--- src/hw/mes_pkg.sv ---
package mes_pkg;

  // ---------------------------------------------------------------
  // register map (indices as printed, byte address is four times)
  // ---------------------------------------------------------------
  localparam int             MES_AW              = 12;
  localparam int             MES_IDX_STYLE_A     = 'h42;
  localparam int             MES_IDX_LENGTH_A    = 'h43;
  localparam int             MES_IDX_RESID_B     = 'h44;
  localparam int             MES_IDX_TYPE_B      = 'h45;
  localparam int             MES_IDX_STATUS      = 'h46;
  localparam int             MES_BYTES_PER_REG   = 4;
  localparam logic [11:0]    MES_ADDR_STYLE_A    = 12'(MES_IDX_STYLE_A * MES_BYTES_PER_REG);
  localparam logic [11:0]    MES_ADDR_LENGTH_A   = 12'(MES_IDX_LENGTH_A * MES_BYTES_PER_REG);
  localparam logic [11:0]    MES_ADDR_RESID_B    = 12'(MES_IDX_RESID_B * MES_BYTES_PER_REG);
  localparam logic [11:0]    MES_ADDR_TYPE_B     = 12'(MES_IDX_TYPE_B * MES_BYTES_PER_REG);
  localparam logic [11:0]    MES_ADDR_STATUS     = 12'(MES_IDX_STATUS * MES_BYTES_PER_REG);

  // ---------------------------------------------------------------
  // field masks and reset values
  // ---------------------------------------------------------------
  localparam logic [7:0]     MES_STYLE_MASK      = 8'h77;
  localparam logic [7:0]     MES_LENGTH_MASK     = 8'h9F;
  localparam logic [7:0]     MES_RST_STYLE       = 8'h00;
  localparam logic [7:0]     MES_RST_LENGTH      = 8'h04;
  localparam logic [7:0]     MES_RST_RESID       = 8'h00;
  localparam logic [7:0]     MES_RST_TYPE        = 8'h11;

  // ---------------------------------------------------------------
  // edge style codes and shaping constants
  // ---------------------------------------------------------------
  localparam logic [3:0]     MES_T_LIN1          = 4'h1;
  localparam logic [3:0]     MES_T_LIN2          = 4'h2;
  localparam logic [3:0]     MES_T_LIN3          = 4'h3;
  localparam logic [3:0]     MES_T_LUT           = 4'h4;
  localparam logic [3:0]     MES_T_LUT_CORR      = 4'h5;
  localparam logic [3:0]     MES_T_LUT_ADAPT     = 4'h6;
  localparam logic [7:0]     MES_FULL            = 8'hFF;
  localparam logic [7:0]     MES_HALF            = 8'h80;
  localparam logic [7:0]     MES_THIRD           = 8'h55;
  localparam logic [7:0]     MES_TWO_THIRD       = 8'hAA;
  localparam logic [7:0]     MES_KNEE_BASE       = 8'h10;
  localparam logic [2:0]     MES_LUT_MAX         = 3'h3;
  localparam logic [7:0]     MES_SUPPLY_NOM      = 8'h80;
  localparam logic [7:0]     MES_SUPPLY_BAND     = 8'h10;

  // ---------------------------------------------------------------
  // axi responses
  // ---------------------------------------------------------------
  localparam logic [1:0]     MES_RESP_OKAY       = 2'h0;
  localparam logic [1:0]     MES_RESP_SLVERR     = 2'h2;

  typedef enum logic [2:0] {
    MES_SEL_STYLE, MES_SEL_LENGTH, MES_SEL_RESID, MES_SEL_TYPE, MES_SEL_STATUS, MES_SEL_NONE
  } mes_sel_e;

  // decoded shaper configuration
  typedef struct packed {
    logic [3:0] fall_type;
    logic [3:0] rise_type;
    logic [2:0] fall_sel;
    logic [2:0] rise_sel;
    logic       dbl;
    logic [4:0] states;
    logic [7:0] residual;
  } mes_cfg_s;

endpackage : mes_pkg

--- src/hw/mes_edge_shaper.sv ---
`timescale 1ns/10ps
module mes_edge_shaper
  import mes_pkg::*;
(
  input  wire logic                    sys_clk,         // 125 MHz clock
  input  wire logic                    rstn,            // sync reset, active low
  input  wire logic                    ce,              // clock enable
  input  wire logic [mes_pkg::MES_AW-1:0] s_axi_awaddr, // write address
  input  wire logic                    s_axi_awvalid,   // write address valid
  output logic                         s_axi_awready,   // write address ready
  input  wire logic [31:0]             s_axi_wdata,     // write data
  input  wire logic [3:0]              s_axi_wstrb,     // write strobes
  input  wire logic                    s_axi_wvalid,    // write data valid
  output logic                         s_axi_wready,    // write data ready
  output logic [1:0]                   s_axi_bresp,     // write response
  output logic                         s_axi_bvalid,    // write response valid
  input  wire logic                    s_axi_bready,    // write response ready
  input  wire logic [mes_pkg::MES_AW-1:0] s_axi_araddr, // read address
  input  wire logic                    s_axi_arvalid,   // read address valid
  output logic                         s_axi_arready,   // read address ready
  output logic [31:0]                  s_axi_rdata,     // read data
  output logic [1:0]                   s_axi_rresp,     // read response
  output logic                         s_axi_rvalid,    // read data valid
  input  wire logic                    s_axi_rready,    // read data ready
  input  wire logic                    mod_req,         // pin: high requests modulation
  input  wire logic                    carrier_pin,     // pin: 13.56 MHz carrier
  input  wire logic [7:0]              transmitter_supply_voltage, // pin: supply level
  output logic [7:0]                   amp_out,         // shaped carrier amplitude
  output logic                         edge_busy,       // an edge is in progress
  output logic                         in_residual      // residual level reached
);
  import mes_pkg::*;

  typedef enum logic [1:0] {MES_IDLE, MES_FALL, MES_HOLD, MES_RISE} mes_state_e;

  // ---------------------------------------------------------------
  // functions
  // ---------------------------------------------------------------
  function automatic mes_sel_e mes_decode(input logic [MES_AW-1:0] addr);
    mes_sel_e s;
    s = MES_SEL_NONE;
    case (addr)
      MES_ADDR_STYLE_A:  s = MES_SEL_STYLE;
      MES_ADDR_LENGTH_A: s = MES_SEL_LENGTH;
      MES_ADDR_RESID_B:  s = MES_SEL_RESID;
      MES_ADDR_TYPE_B:   s = MES_SEL_TYPE;
      MES_ADDR_STATUS:   s = MES_SEL_STATUS;
      default:           s = MES_SEL_NONE;
    endcase
    return s;
  endfunction : mes_decode

  // scale a span by p/255
  function automatic logic [7:0] mes_scale(input logic [7:0] span, input logic [7:0] p);
    logic [15:0] prod;
    prod = 16'(span) * 16'(p);
    return 8'(prod / 16'(MES_FULL));
  endfunction : mes_scale

  // piecewise segment from (x0,y0) to (x0+w,y1)
  function automatic logic [7:0] mes_seg(input logic [7:0] y0, input logic [7:0] y1,
                                         input logic [7:0] dx, input logic [7:0] w);
    logic [15:0] prod;
    prod = 16'(y1 - y0) * 16'(dx);
    return 8'(16'(y0) + prod / 16'(w));
  endfunction : mes_seg

  // firmware styles: knee level set by the time constant
  function automatic logic [7:0] mes_fw(input logic [3:0] t, input logic [2:0] tc,
                                        input logic [7:0] p);
    logic [7:0] kp;
    logic [7:0] kh;
    kp = 8'({tc, 5'h00}) + MES_KNEE_BASE;
    kh = kp >> 1;
    if (t == MES_T_LIN2) begin
      if (p < MES_HALF) return mes_seg(8'h00, kp, p, MES_HALF);
      return mes_seg(kp, MES_FULL, p - MES_HALF, MES_FULL - MES_HALF);
    end else if (t == MES_T_LIN3) begin
      if (p < MES_THIRD) return mes_seg(8'h00, kh, p, MES_THIRD);
      if (p < MES_TWO_THIRD) return mes_seg(kh, kp, p - MES_THIRD, MES_THIRD);
      return mes_seg(kp, MES_FULL, p - MES_TWO_THIRD, MES_FULL - MES_TWO_THIRD);
    end
    return p;
  endfunction : mes_fw

  // lookup tables 0..3
  function automatic logic [7:0] mes_lut(input logic [2:0] idx, input logic [7:0] p);
    logic [15:0] sq;
    logic [15:0] isq;
    sq  = 16'(p) * 16'(p);
    isq = 16'(MES_FULL - p) * 16'(MES_FULL - p);
    case (idx)
      3'd0:    return p;
      3'd1:    return sq[15:8];
      3'd2:    return MES_FULL - isq[15:8];
      default: return (p < MES_HALF) ? sq[14:7] : MES_FULL - isq[14:7];
    endcase
  endfunction : mes_lut

  // ---------------------------------------------------------------
  // pin synchronisers
  // ---------------------------------------------------------------
  logic       mod_s1, mod_s2;
  logic       car_s1, car_s2, car_s3;
  logic [7:0] sup_s1, sup_s2;

  // two flops per pin, one more for carrier edge detect
  always_ff @(posedge sys_clk) begin
    if (!rstn) begin
      {mod_s1, mod_s2, car_s1, car_s2, car_s3} <= 5'h00;
      sup_s1 <= MES_SUPPLY_NOM;
      sup_s2 <= MES_SUPPLY_NOM;
    end else if (ce) begin
      mod_s1 <= mod_req;
      mod_s2 <= mod_s1;
      car_s1 <= carrier_pin;
      car_s2 <= car_s1;
      car_s3 <= car_s2;
      sup_s1 <= transmitter_supply_voltage;
      sup_s2 <= sup_s1;
    end
  end

  logic car_tick;
  assign car_tick = car_s2 & ~car_s3; // one per carrier cycle

  // ---------------------------------------------------------------
  // configuration registers
  // ---------------------------------------------------------------
  logic [7:0] style_a, length_a, resid_b, type_b;
  mes_cfg_s   cfg;

  // whole struct in one assignment, one driver for cfg
  assign cfg = {type_b[7:4],
                type_b[3:0],
                style_a[6:4],
                style_a[2:0],
                length_a[7],
                length_a[4:0],
                resid_b};

  // ---------------------------------------------------------------
  // axi4-lite slave
  // ---------------------------------------------------------------
  logic [MES_AW-1:0] aw_addr;
  logic              aw_held, w_held;
  logic [31:0]       w_data;
  logic [3:0]        w_strb;
  logic              do_write;
  mes_sel_e          wsel;

  assign do_write = aw_held & w_held & ~s_axi_bvalid;
  assign wsel     = mes_decode(aw_addr);

  // write address and data taken in either order, response after both
  always_ff @(posedge sys_clk) begin
    if (!rstn) begin
      s_axi_awready <= 1'b1;
      s_axi_wready  <= 1'b1;
      aw_held       <= 1'b0;
      w_held        <= 1'b0;
      aw_addr       <= '0;
      w_data        <= '0;
      w_strb        <= '0;
      s_axi_bvalid  <= 1'b0;
      s_axi_bresp   <= MES_RESP_OKAY;
    end else if (ce) begin
      if (s_axi_awvalid && s_axi_awready) begin
        aw_addr       <= s_axi_awaddr;
        aw_held       <= 1'b1;
        s_axi_awready <= 1'b0;
      end
      if (s_axi_wvalid && s_axi_wready) begin
        w_data       <= s_axi_wdata;
        w_strb       <= s_axi_wstrb;
        w_held       <= 1'b1;
        s_axi_wready <= 1'b0;
      end
      if (do_write) begin
        s_axi_bvalid <= 1'b1;
        s_axi_bresp  <= (wsel == MES_SEL_NONE) ? MES_RESP_SLVERR : MES_RESP_OKAY;
        aw_held      <= 1'b0;
        w_held       <= 1'b0;
      end
      if (s_axi_bvalid && s_axi_bready) begin
        s_axi_bvalid  <= 1'b0;
        s_axi_awready <= 1'b1;
        s_axi_wready  <= 1'b1;
      end
    end
  end

  // register update, reserved bits forced to zero
  always_ff @(posedge sys_clk) begin
    if (!rstn) begin
      style_a  <= MES_RST_STYLE;
      length_a <= MES_RST_LENGTH;
      resid_b  <= MES_RST_RESID;
      type_b   <= MES_RST_TYPE;
    end else if (ce && do_write && w_strb[0]) begin
      case (wsel)
        MES_SEL_STYLE:  style_a  <= w_data[7:0] & MES_STYLE_MASK;
        MES_SEL_LENGTH: length_a <= w_data[7:0] & MES_LENGTH_MASK;
        MES_SEL_RESID:  resid_b  <= w_data[7:0];
        MES_SEL_TYPE:   type_b   <= w_data[7:0];
        default:        ;
      endcase
    end
  end

  // ---------------------------------------------------------------
  // edge sequencer
  // ---------------------------------------------------------------
  mes_state_e st;
  logic [4:0] step;
  logic       phase;
  logic       step_adv;
  logic       last_step;

  assign step_adv  = car_tick & (~cfg.dbl | phase);
  assign last_step = (5'(step + 5'd1) >= cfg.states);

  // full -> residual -> full, one transition state per step
  always_ff @(posedge sys_clk) begin
    if (!rstn) begin
      st    <= MES_IDLE;
      step  <= 5'd0;
      phase <= 1'b0;
    end else if (ce) begin
      case (st)
        MES_IDLE: begin
          step  <= 5'd0;
          phase <= 1'b0;
          if (mod_s2) st <= (cfg.states == 5'd0) ? MES_HOLD : MES_FALL;
        end
        MES_FALL, MES_RISE: begin
          if (car_tick) phase <= cfg.dbl & ~phase;
          if (step_adv) begin
            step <= 5'(step + 5'd1);
            if (last_step) begin
              st   <= (st == MES_FALL) ? MES_HOLD : MES_IDLE;
              step <= 5'd0;
            end
          end
        end
        MES_HOLD: begin
          step  <= 5'd0;
          phase <= 1'b0;
          if (!mod_s2) st <= (cfg.states == 5'd0) ? MES_IDLE : MES_RISE;
        end
        default: st <= MES_IDLE;
      endcase
    end
  end

  // ---------------------------------------------------------------
  // shape evaluation
  // ---------------------------------------------------------------
  logic [3:0] cur_type;
  logic [2:0] cur_sel, eff_sel;
  logic       cur_lut, cur_fw;
  logic [7:0] prog, frac, corr, span, next_amp;
  logic [9:0] prog_num;
  logic       sup_hi, sup_lo;

  assign cur_type = (st == MES_RISE) ? cfg.rise_type : cfg.fall_type;
  assign cur_sel  = (st == MES_RISE) ? cfg.rise_sel : cfg.fall_sel;
  assign cur_fw   = (cur_type >= MES_T_LIN1) && (cur_type <= MES_T_LIN3);
  assign cur_lut  = (cur_type >= MES_T_LUT) && (cur_type <= MES_T_LUT_ADAPT);
  assign prog_num = 10'(step) * 10'(MES_FULL);
  assign prog     = (cfg.states == 5'd0) ? MES_FULL : 8'(prog_num / 10'(cfg.states));
  assign sup_hi   = sup_s2 > (MES_SUPPLY_NOM + MES_SUPPLY_BAND);
  assign sup_lo   = sup_s2 < (MES_SUPPLY_NOM - MES_SUPPLY_BAND);
  assign span     = MES_FULL - cfg.residual;

  // table choice and supply adaptation
  always_comb begin
    eff_sel = (cur_sel > MES_LUT_MAX) ? MES_LUT_MAX : cur_sel;
    corr    = 8'h00;
    if (cur_type == MES_T_LUT_CORR || cur_type == MES_T_LUT_ADAPT) begin
      if (sup_hi && eff_sel != MES_LUT_MAX) eff_sel = 3'(eff_sel + 3'd1);
      else if (sup_lo && eff_sel != 3'd0) eff_sel = 3'(eff_sel - 3'd1);
    end
    if (cur_type == MES_T_LUT_CORR) corr = (sup_s2 >> 3) ^ (MES_SUPPLY_NOM >> 3);
  end

  // progress fraction by style; reserved codes switch hard
  always_comb begin
    if (cur_fw) frac = mes_fw(cur_type, cur_sel, prog);
    else if (cur_lut) frac = mes_lut(eff_sel, prog);
    else frac = MES_FULL;
  end

  // amplitude target for this cycle
  always_comb begin
    case (st)
      MES_FALL: next_amp = MES_FULL - mes_scale(span, frac);
      MES_RISE: next_amp = cfg.residual + mes_scale(span, frac);
      MES_HOLD: next_amp = cfg.residual;
      default:  next_amp = MES_FULL;
    endcase
    if (st == MES_FALL || st == MES_RISE) begin
      if (sup_hi && next_amp > corr) next_amp = next_amp - corr;
      else if (sup_lo && next_amp < MES_FULL - corr) next_amp = next_amp + corr;
    end
  end

  // registered outputs
  always_ff @(posedge sys_clk) begin
    if (!rstn) begin
      amp_out     <= MES_FULL;
      edge_busy   <= 1'b0;
      in_residual <= 1'b0;
    end else if (ce) begin
      amp_out     <= next_amp;
      edge_busy   <= (st == MES_FALL) || (st == MES_RISE);
      in_residual <= (st == MES_HOLD);
    end
  end

  // ---------------------------------------------------------------
  // read channel
  // ---------------------------------------------------------------
  always_ff @(posedge sys_clk) begin
    if (!rstn) begin
      s_axi_arready <= 1'b1;
      s_axi_rvalid  <= 1'b0;
      s_axi_rdata   <= '0;
      s_axi_rresp   <= MES_RESP_OKAY;
    end else if (ce) begin
      if (s_axi_arvalid && s_axi_arready) begin
        s_axi_arready <= 1'b0;
        s_axi_rvalid  <= 1'b1;
        s_axi_rresp   <= MES_RESP_OKAY;
        case (mes_decode(s_axi_araddr))
          MES_SEL_STYLE:  s_axi_rdata <= {24'h000000, style_a};
          MES_SEL_LENGTH: s_axi_rdata <= {24'h000000, length_a};
          MES_SEL_RESID:  s_axi_rdata <= {24'h000000, resid_b};
          MES_SEL_TYPE:   s_axi_rdata <= {24'h000000, type_b};
          MES_SEL_STATUS: s_axi_rdata <= {16'h0000, edge_busy, in_residual, 1'b0, step, amp_out};
          default: begin
            s_axi_rdata <= '0;
            s_axi_rresp <= MES_RESP_SLVERR;
          end
        endcase
      end
      if (s_axi_rvalid && s_axi_rready) begin
        s_axi_rvalid  <= 1'b0;
        s_axi_arready <= 1'b1;
      end
    end
  end

  // ---------------------------------------------------------------
  // assertions
  // ---------------------------------------------------------------
  logic [1:0] ticks_since;

  // carrier cycles seen since the last step advance
  always_ff @(posedge sys_clk) begin
    if (!rstn || st == MES_IDLE || st == MES_HOLD) ticks_since <= 2'd0;
    else if (ce && step_adv) ticks_since <= 2'd0;
    else if (ce && car_tick && ticks_since != 2'd3) ticks_since <= 2'(ticks_since + 2'd1);
  end
endmodule : mes_edge_shaper

--- config.mk ---
export PLATFORM = sky130hd
export DESIGN_NAME = mes_edge_shaper
export DESIGN_NICKNAME = d
export VERILOG_FILES = /design/src/hw/mes_pkg.sv /design/src/hw/mes_edge_shaper.sv
export SDC_FILE = /design/constraint.sdc
export NUM_CORES = 2
export LEC_CHECK = 0
export BUFFER_PORTS_ARGS = -buffer_cell sky130_fd_sc_hd__buf_2
export CORE_AREA = 3 3 248 494
export CTS_CLUSTER_DIAMETER = 80
export CTS_CLUSTER_SIZE = 8
export DETAILED_ROUTE_END_ITERATION = 16
export DIE_AREA = 0 0 251 497
export PLACE_DENSITY = 0.54
export SYNTH_ARGS = -nofsm -noshare
export SYNTH_HDL_FRONTEND = slang
export SYNTH_SLANG_ARGS = --single-unit
--- constraint.sdc ---
create_clock -name sys_clk -period 63 [get_ports sys_clk]
set_input_delay 9.45 -clock sys_clk [delete_from_list [all_inputs] [get_ports sys_clk]]
set_output_delay 9.45 -clock sys_clk [all_outputs]
set_load 0.05 [all_outputs]
==> results.toml <==
[status]
outcome = "completed"

[critical_path]
cp-end-kind = "flop"
slowest_stage = "nor3b_1"
cp.arrival_ns = 52.73
critPathMaxFanout = 31
critPathMaxStageDelay_ns = 0.72
worst_setup_path_start_kind = "flop"
cpMostUsedCell = "ha_1"
cp.required_ns = 63.21
criticalPathCategory = "flop to flop"

[yosys]
synth_top_area_cell = "ha_1"
syn_area_mm2 = 0.0356
synth-edff-count = 0
synth_cells = 4778
synth_most_common_cell = "nand2_1"
synth_area_leaders = "ha_1 13%, fa_1 12%, dfxtp_1 6.3%, nand2_1 5.0%, inv_1 4.8%"
async_flop_share = 0
synth_ff_type = "dfxtp_1"
ys_seq_area_frac = 0.0630
synth.top_cell.area_share = 0.134
syn_area_per_cell_um2 = 7.45
ys_warn_count = 0
ys_types = 141
synth_seq_cells = 112
ys_top_cells_by_count = "471 x nand2_1, 452 x inv_1, 419 x nor2_1, 382 x ha_1, 255 x a21oi_1"

[global_routing]
grt_overflow_total = 0
grt_start_max_net_pins = 111
grt_util_met3 = 0.00847
grt_pass1_wl_um = 183000
antenna_found_initial = 3
grt.met2_usage = 0.363
gr-usage-met1 = 0.181
grt.busiest_layer = "met2"
grt_usage = 0.176
grt_pass1_vias = 35394

[placed_design]
placed_cell_area_mm2 = 0.0375
gp_congestion = 0.891
portBuffers = 82
dpl.cell_count = 6282
hpwl_um = 93000

[detailed_routing]
first_pass_iters = 6
drtAntennaViolNets = 0
via_per_inst = 5.59
drc = 0
vias = 35248
wl_per_cell_um = 18.1
routed_wl_um = 114000
initialDrtViolationCount = 1775

[finish]
utilization = 0.318
design_area_mm2 = 0.0379
layout.nets = 5424
drive_above_1_share = 0.0788
synthToLayoutAreaGrowth_pct = 6.33
n_fill_cell = 13009
fin_cells = 6301

[cts]
htree_levels = 3
ctsHoldBuffers = 0
clkSinkCount = 112
cts_made_buffers = 9
clock_path_buffers = 2
cts_tree = "yes"
ctsResizeCount = 0
clk_pin_slew_worst_paths_ns = 0.08
clock_latency_ns = 0.36
cts_setup_buffers = 0
root_buffer = "clkbuf_16"

[floorplan]
std_cell_rows = 179
die_y_um = 497
core_mm2 = 0.119
ios = 129
die_x_um = 251
die_area_mm2 = 0.125
start_util = 0.299

[sta]
fmax_mhz = 19.0
max_slew_margin = 0.141
rsz0062_at_grt = "no"
slew_viol_final = 0
timing_hold_violations_final = 0
fin_skew_ns = 0.0101
setup_viol = 0
fin_tns_setup_ns = 0
worst_slew_pin_slew_ns = 1.29
finalCritPeriodShare = 0.834
min_period_ns = 52.53

[hold_path]
hp-class = "flop to flop"

[job]
drv_cap = 0
## through the flow
step | hold slack [ns] | worst slack, ns
floorplan | 0.433 | 19.09
global placement | 0.447 | 10.98
detailed placement | 0.458 | 10.57
CTS | 0.472 | 10.34
global route | 0.485 | 6.03
finish | 0.467 | 10.47
## final timing paths
check | slack, ns | from | cells after the start | to
worst min register to register | 0.47 | aw_addr[10] | 2 | aw_addr[10]
worst max register to register | 10.47 | step[2] | 205 | amp_out[7]
worst max-delay path | 10.47 | step[2] | 205 | amp_out[7]
worst min-delay path | 0.47 | aw_addr[10] | 2 | aw_addr[10]
## routing by layer
metal,part of all wire,vias up
met3,0.025,250
met1,0.37,17070
met5,0,-
met4,0.045,0
met2,0.56,734
li1,-,17194
## state kept, by name, summed over array words and instances (netlist names), 2 cells and up
name / count
amp_out: 8
aw_addr: 12
length_a: 6
resid_b: 8
s_axi_rdata: 15
st: 2
step: 5
style_a: 6
sup_s1: 8
sup_s2: 8
type_b: 8
w_data: 8
## worst max-delay path, delay by kind of cell (launching register included)
| family | cells | cell delay [ns] |
|---|---|---|
| compound gates | 90 | 22.96 |
| xor+xnor | 5 | 1.41 |
| fa+ha+maj | 31 | 11.05 |
| buf+inv | 19 | 2.32 |
| flops | 1 | 0.40 |
| mux | 8 | 2.33 |
| simple gates | 52 | 11.82 |
## kinds of logic (layout without fill, tap and decap cells)
family / Yosys count / after routing / share of synthesized area
flip-flops: 112 / 112 / 0.0630
XOR/XNOR: 227 / 227 / 0.0569
AND/OR/NAND/NOR: 1628 / 1628 / 0.222
multiplexers: 122 / 122 / 0.0359
AO/OA/AOI/OAI: 1419 / 1419 / 0.292
buffers and inverters: 665 / 617 / 0.0749
adder cells (fa/ha/maj): 603 / 603 / 0.255
other: 2 / 35 / 0.000211
## layout by cell type, fill, tap and decap left out, types with 71 or more instances in the layout
master,n
mux2i_1,81
xnor2_1,167
ha_1,382
fa_1,209
o21a_1,81
nor2b_1,71
nor3_1,130
nand3_1,137
a21oi_1,255
nor2_1,419
nand2_1,471
dfxtp_1,112
buf_2,82
inv_1,452
a21o_1,75
o21ai_0,197
## final cells by class
cell class	instances	area [um^2]	share of cell area
clock buffers	10	239	0.00631
diodes	3	7.51	0.000198
clock inverters	6	73.8	0.00195
multi-input cells	4031	30800	0.814
well taps	1538	1920	0.0508
repair buffers	131	778	0.0206
flip-flops and latches	112	2240	0.0592
inverters	470	1770	0.0468
Power is not shown: default switching activity piles up to over one toggle a cycle in this logic, so the estimate is an artifact.
